$ cat src/logic/conv_ctrl_pkg.sv
// constants and carrier types for the conversion and power sequencer
package conv_ctrl_pkg;
	localparam int CLK_MHZ = 50;
	localparam int PWRUP_NS = 1500;
	localparam int CONV_NS = 2300;
	// least time rounds up, longest time rounds down
	localparam int PWRUP_CYC = (PWRUP_NS * CLK_MHZ + 999) / 1000;
	localparam int CONV_CYC = (CONV_NS * CLK_MHZ) / 1000;
	localparam int CNT_W = 8;
	localparam int RES_W = 10;
	localparam logic [RES_W-1:0] RES_RST = 10'h000;
	typedef enum logic [1:0] {
		ST_DOWN = 2'b00,
		ST_UP = 2'b01,
		ST_CONV = 2'b11
	} conv_state_e;
	typedef struct packed {
		logic busy;
		logic hold;
		logic powered;
		logic hs_mode;
	} conv_status_s;
endpackage : conv_ctrl_pkg

$ cat src/logic/adc_conversion_power_control.sv
// conversion start, power-up and busy sequencer for a 10-bit sar converter
`timescale 1ns/1ps
module adc_conversion_power_control #(
	parameter int PWRUP_CYCLES = conv_ctrl_pkg::PWRUP_CYC,
	parameter int CONV_CYCLES = conv_ctrl_pkg::CONV_CYC
) (
	// clock and reset
	input wire logic mclk,
	input wire logic nrst,
	// host pin
	input wire logic conv_start_n,
	// comparator result from the analog core, same clock
	input wire logic [conv_ctrl_pkg::RES_W-1:0] sar_code,
	// status
	output logic busy,
	output logic track_hold,
	output logic powered,
	output logic high_speed,
	output logic [conv_ctrl_pkg::RES_W-1:0] result,
	output logic result_valid
);
	import conv_ctrl_pkg::*;

	logic pin_s1_reg, pin_s2_reg, pin_d_reg;
	logic [CNT_W-1:0] pulse_cnt_reg, pulse_cnt_next;
	logic [CNT_W-1:0] conv_cnt_reg, conv_cnt_next;
	logic gated_d_reg;
	conv_state_e state_reg, state_next;
	conv_status_s stat_reg, stat_next;
	logic [RES_W-1:0] result_reg, result_next;
	logic valid_reg, valid_next;

	wire pin_rise = pin_s2_reg & ~pin_d_reg;
	wire pulse_on = (pulse_cnt_reg != '0);
	// gated start is high while either the pin or the pulse is high
	wire gated = pin_s2_reg | pulse_on;
	// the later of the two falling edges starts the conversion
	wire gated_fall = gated_d_reg & ~gated;
	wire conv_done = (state_reg == ST_CONV) && (conv_cnt_reg == CNT_W'(1));
	// a fall while converting or while powered down is dropped
	wire start_conv = gated_fall && (state_reg != ST_CONV) && stat_reg.powered;

	// pin crosses from the host domain through two flops
	always_ff @(posedge mclk or negedge nrst) begin
		if (!nrst) begin
			pin_s1_reg <= 1'b0;
			pin_s2_reg <= 1'b0;
			pin_d_reg <= 1'b0;
			gated_d_reg <= 1'b0;
		end else begin
			pin_s1_reg <= conv_start_n;
			pin_s2_reg <= pin_s1_reg;
			pin_d_reg <= pin_s2_reg;
			gated_d_reg <= gated;
		end
	end

	always_comb begin
		pulse_cnt_next = pulse_cnt_reg;
		if (pin_rise) begin
			pulse_cnt_next = CNT_W'(PWRUP_CYCLES);
		end else if (pulse_on) begin
			pulse_cnt_next = pulse_cnt_reg - CNT_W'(1);
		end
	end

	always_comb begin
		state_next = state_reg;
		stat_next = stat_reg;
		conv_cnt_next = conv_cnt_reg;
		result_next = result_reg;
		valid_next = valid_reg;
		case (state_reg)
			ST_DOWN: begin
				// power-up starts with the internal pulse
				if (pin_rise) begin
					state_next = ST_UP;
					stat_next.powered = 1'b1;
				end
			end
			ST_UP: begin
				if (start_conv) begin
					state_next = ST_CONV;
					conv_cnt_next = CNT_W'(CONV_CYCLES);
					stat_next.busy = 1'b1;
					stat_next.hold = 1'b1;
					valid_next = 1'b0;
				end
			end
			ST_CONV: begin
				if (conv_done) begin
					stat_next.busy = 1'b0;
					stat_next.hold = 1'b0;
					result_next = sar_code;
					valid_next = 1'b1;
					stat_next.hs_mode = pin_s2_reg;
					if (pin_s2_reg) begin
						state_next = ST_UP;
					end else begin
						state_next = ST_DOWN;
						stat_next.powered = 1'b0;
					end
				end else begin
					conv_cnt_next = conv_cnt_reg - CNT_W'(1);
				end
			end
			default: begin
				state_next = ST_DOWN;
				stat_next = '0;
			end
		endcase
	end

	// reset lands in power-down with nothing converting
	always_ff @(posedge mclk or negedge nrst) begin
		if (!nrst) begin
			state_reg <= ST_DOWN;
			stat_reg <= '0;
			pulse_cnt_reg <= '0;
			conv_cnt_reg <= '0;
			result_reg <= RES_RST;
			valid_reg <= 1'b0;
		end else begin
			state_reg <= state_next;
			stat_reg <= stat_next;
			pulse_cnt_reg <= pulse_cnt_next;
			conv_cnt_reg <= conv_cnt_next;
			result_reg <= result_next;
			valid_reg <= valid_next;
		end
	end

	assign busy = stat_reg.busy;
	assign track_hold = stat_reg.hold;
	assign powered = stat_reg.powered;
	assign high_speed = stat_reg.hs_mode;
	assign result = result_reg;
	assign result_valid = valid_reg;

	// assertions
	int unsigned busy_len;
	always_ff @(posedge mclk or negedge nrst) begin
		if (!nrst) begin
			busy_len <= 0;
		end else begin
			busy_len <= busy ? busy_len + 1 : 0;
		end
	end

	// cycles since the last synced pin rise, saturating well past the pulse
	int up_age;
	always_ff @(posedge mclk or negedge nrst) begin
		if (!nrst) begin
			up_age <= 0;
		end else if (pin_rise) begin
			up_age <= 1;
		end else if (up_age < 1000) begin
			up_age <= up_age + 1;
		end
	end

	pulse_len_a: assert property (@(posedge mclk) disable iff (!nrst)
		pin_rise |=> pulse_cnt_reg == CNT_W'(PWRUP_CYCLES))
		else $error("internal pulse not loaded");
	pulse_step_a: assert property (@(posedge mclk) disable iff (!nrst)
		(pulse_on && !pin_rise) |=> pulse_cnt_reg == $past(pulse_cnt_reg) - CNT_W'(1))
		else $error("internal pulse cut short");
	powerup_time_a: assert property (@(posedge mclk) disable iff (!nrst)
		$rose(busy) |-> up_age > PWRUP_CYCLES) else $error("converted before power-up");
	no_early_a: assert property (@(posedge mclk) disable iff (!nrst)
		(gated && !busy) |=> !busy) else $error("conversion while start still high");
	valid_clear_a: assert property (@(posedge mclk) disable iff (!nrst)
		busy |-> !result_valid) else $error("result valid while converting");
	conv_load_a: assert property (@(posedge mclk) disable iff (!nrst)
		$rose(busy) |-> conv_cnt_reg == CNT_W'(CONV_CYCLES)) else $error("conversion length");
	result_hold_a: assert property (@(posedge mclk) disable iff (!nrst)
		(busy && !conv_done) |=> $stable(result)) else $error("result moved mid-conversion");
	powerup_a: assert property (@(posedge mclk) disable iff (!nrst)
		(state_reg == ST_DOWN && pin_rise) |=> powered) else $error("no power-up");
	start_edge_a: assert property (@(posedge mclk) disable iff (!nrst)
		$rose(busy) |-> $past(gated_fall)) else $error("conversion without falling edge");
	busy_hold_a: assert property (@(posedge mclk) disable iff (!nrst)
		start_conv |=> busy && track_hold) else $error("busy not raised");
	busy_len_a: assert property (@(posedge mclk) disable iff (!nrst)
		busy_len <= CONV_CYCLES) else $error("conversion too long");
	busy_end_a: assert property (@(posedge mclk) disable iff (!nrst)
		conv_done |=> !busy && !track_hold && result_valid) else $error("busy stuck");
	no_conv_down_a: assert property (@(posedge mclk) disable iff (!nrst)
		!powered |-> !busy) else $error("converting while down");
	mode_a: assert property (@(posedge mclk) disable iff (!nrst)
		$fell(busy) |-> high_speed == $past(pin_s2_reg) && powered == high_speed)
		else $error("mode mismatch");
	powersave_a: assert property (@(posedge mclk) disable iff (!nrst)
		(conv_done && !pin_s2_reg) |=> !powered) else $error("no power-down");
	ignore_a: assert property (@(posedge mclk) disable iff (!nrst)
		(busy && gated_fall && !conv_done) |=> busy) else $error("restart while busy");

	hs_cover: cover property (@(posedge mclk) disable iff (!nrst) $fell(busy) && high_speed);
	ps_cover: cover property (@(posedge mclk) disable iff (!nrst) $fell(busy) && !high_speed);
	late_pin_cover: cover property (@(posedge mclk) disable iff (!nrst)
		gated_fall && $past(pin_s2_reg) && !$past(pulse_on));
	ignore_cover: cover property (@(posedge mclk) disable iff (!nrst) busy && gated_fall);
endmodule : adc_conversion_power_control

$ cat config.mk
export PLATFORM = sky130hd
export DESIGN_NAME = adc_conversion_power_control
export DESIGN_NICKNAME = d
export VERILOG_FILES = /design/src/logic/conv_ctrl_pkg.sv /design/src/logic/adc_conversion_power_control.sv
export SDC_FILE = /design/constraint.sdc
export NUM_CORES = 1
export LEC_CHECK = 0
export ABC_AREA = 0
export CAP_MARGIN = 25
export CORE_MARGIN = 1
export CORE_UTILIZATION = 40
export CTS_CLUSTER_DIAMETER = 200
export DETAILED_ROUTE_END_ITERATION = 10
export DONT_BUFFER_PORTS = 1
export PLACE_DENSITY = 0.61
export RECOVER_POWER = 25
export SLEW_MARGIN = 5
export SYNTH_ARGS = -nofsm -noshare
export SYNTH_HDL_FRONTEND = slang
export SYNTH_SLANG_ARGS = --single-unit
$ cat constraint.sdc
create_clock -name mclk -period 1.9 [get_ports mclk]
set_input_delay 0.38 -clock mclk [delete_from_list [all_inputs] [get_ports mclk]]
set_output_delay 0.38 -clock mclk [all_outputs]
set_load 0.03 [all_outputs]
==> impl_metrics.yaml <==
drt:
  drtIter0Drc: 33
  first_pass_iters: 4
  wl_per_cell_um: 15.1
  drc: 0
  ant_nets: 0
  drt-total-wl_um: 3300
  vias_per_cell: 5.41
  vias: 1185
floorplan:
  die_h_um: 66.4
  ios: 28
  dieArea_um2: 4410
  dieWidth_um: 66.4
  core_area_um2: 4000
  start_util: 0.415
  rows: 23
pwr:
  power_frac_seq: 0.472
  p_leak_uw: 0.000864
  switching_share: 0.364
  peakVddDrop_uv: 614
  design_power_total_uw: 2720
  intPower_uw: 1730
  comb_power_share: 0.315
  clock_power_share: 0.213
  switchingPower_uw: 990
  power_density_nw_per_um2: 1360
yosys:
  yosysWarnings: 0
  synth.avg_cell_area_um2: 11.6
  synth_top_area_frac: 0.543
  ys_seq_area_frac: 0.543
  synth_nets: 160
  ys_ff_latch: 36
  netlist_area_um2: 1660
  synthTopCellsByArea: "dfrtp_1 54%, mux2_2 7.5%, ha_1 3.0%, nand2_1 2.3%, a22o_1 2.1%"
  synth_edf_count: 0
  yosys_most_used_dff: "dfrtp_1"
  synth.largest_area_cell: "dfrtp_1"
  synth_cell_type_count: 40
  synthCells: 143
  ys_async_sr_fraction: 1.00
sta:
  fmax_mhz: 541
  relSlewSlack: 0.418
  fin_skew_ps: 5.77
  setup_viol: 0
  tightest_slew_ps: 874
  slew_violations: 0
  finalCritPeriodShare: 0.973
  hold_viol_final: 0
  rsz0062_at_grt: "true"
  min_period_ps: 1850
clock_tree:
  ctsRootBufferMaster: "clkbuf_8"
  clock_path_buffers: 2
  cts_buffers: 5
  clock_latency_ps: 290
  cts_max_level: 2
  cts_tree: "done"
  path_clk_slew_ps: 70
  cts.sinks: 36
global_route:
  grtUsageTotal: 0.171
  grt_pass1_wl_um: 5400
  grt_overflow_total: 0
  antenna_found_initial: 0
  grt_max_degree: 37
  grt_pass1_vias: 1229
final_layout:
  layout_commonest_cell: "dfrtp_1"
  largest_reg_flops: 10
  final_util: 0.500
  fin_nets: 186
  layout-drive-gt1-share: 0.314
  diodes: 0
  fin_area_um2: 2000
  most-common-layout-cells: "36 x dfrtp_1, 19 x buf_4, 11 x mux2_2"
  syn2layout_area_growth_pct: 20.6
flow_run:
  maxCapViolations: 0
critical_path:
  endpoint: "conv_cnt_reg[3]$_DFFE_PN0P_"
  crit_slowest_cell: "dfrtp_1"
  arrival_ps: 2030
  crit_chain: "inv_1, ha_1, or3b_4, buf_4, nor4_4, buf_12, mux2i_1, a22o_1"
  crit_path_end_kind: "register"
  crit_type: "register to register"
  r2r-end: "conv_cnt_reg[3]$_DFFE_PN0P_"
  startpoint: "pulse_cnt_reg[1]$_DFFE_PN0P_"
  critical-path-max-stage-delay_ps: 390
  worst-endpoint-required_ps: 2080
  crit_path_start_kind: "register"
  regToRegStartpoint: "pulse_cnt_reg[1]$_DFFE_PN0P_"
  worstRegToRegCells: 8
  r2r_slack_ps: 50
  crit_fanout: 9
place:
  gp_congestion: 0.809
  dp_hpwl_um: 2350
  port_buffers: 0
  placed_cell_area_um2: 1840
hold_path:
  hold_start: "conv_start_n"
  hold_path.class: "input port to register"
run_status:
  status: "complete, no violations"
==> through the flow <==
step	cells	hold slack, ps	setup WS (ps)	TNS (ps)
after detailed placement	206	85.3	-34.3	-54.9
final	219	122	52.0	0
after CTS	215	108	50.9	0
after global placement	206	85.2	45.6	0
after floorplan	143	84.4	23.2	0
after global routing	219	102	-28.9	-55.3
==> layout make-up <==
cell class	count	area, um2
repair buffers	24	193
flip-flops and latches	36	901
multi-input cells	94	719
inverters	8	30.0
clock buffers	7	96.3
well taps	50	62.6
fillers	352	2000
==> metal layers <==
layer | track usage | share of wire
met1 | 0.200 | 0.43
met2 | 0.272 | 0.47
met3 | 0.0724 | 0.067
met4 | 0.0745 | 0.028
met5 | 0 | 0
==> kinds of logic (layout without fill, tap and decap cells) <==
logic type | after synthesis | count (layout) | share of synthesized area
adder cells (fa/ha/maj) | 4 | 4 | 0.0301
AO/OA/AOI/OAI | 30 | 30 | 0.126
multiplexers | 13 | 13 | 0.0867
buffers and inverters | 13 | 39 | 0.0369
XOR/XNOR | 6 | 6 | 0.0317
AND/OR/NAND/NOR | 41 | 41 | 0.146
flip-flops | 36 | 36 | 0.543
==> Yosys cell counts, drive strengths merged, types with 2 or more instances <==
master,number
xnor2,2
inv,8
o211ai,4
nor4,2
a21oi,4
xor2,4
or3b,3
ha,4
buf,4
dfrtp,36
nand2,10
nor2,8
o31ai,3
o21ai,7
nor3,5
or4,3
mux2i,2
mux2,11
a31oi,2
nand2b,2
a22o,4
==> what timing repair did <==
action,CTS,global route
hold endpoints to repair,36,0
pin swaps,1,3
endpoints found under the setup margin,2,19
hold buffers,2,0
setup buffers,0,4
resized for setup,1,6
==> worst min path at each step <==
stage,end,slack [ps],cells after the start
after floorplan,busy$_DFFE_PN0P_,80,0
after global placement,conv_cnt_reg[5]$_DFFE_PN0P_,90,0
after detailed placement,conv_cnt_reg[6]$_DFFE_PN0P_,90,0
after CTS,pin_s1_reg$_DFF_PN0_,110,0
after global routing,pin_s1_reg$_DFF_PN0_,100,0
final,pin_s1_reg$_DFF_PN0_,120,0
==> worst max-delay path, delay by kind of cell (launching register included) <==
family	cells	cell delay (ps)
buffers and inverters	3	400
flip-flops	1	390
multiplexers	1	60
AND/OR/NAND/NOR	2	580
AO/OA/AOI/OAI	1	180
adder cells (fa/ha/maj)	1	140
==> power by group through the flow <==
stage	Combinational [uW]	Sequential [uW]	Clock, uW
6_report	855	1280	579
2_1_floorplan	514	1270	0
4_1_cts	806	1260	600
3_5_place_dp	779	1270	0
3_3_place_gp	750	1250	0
5_1_grt	940	1310	625
No activity file was read; power rests on OpenSTA's default activity.
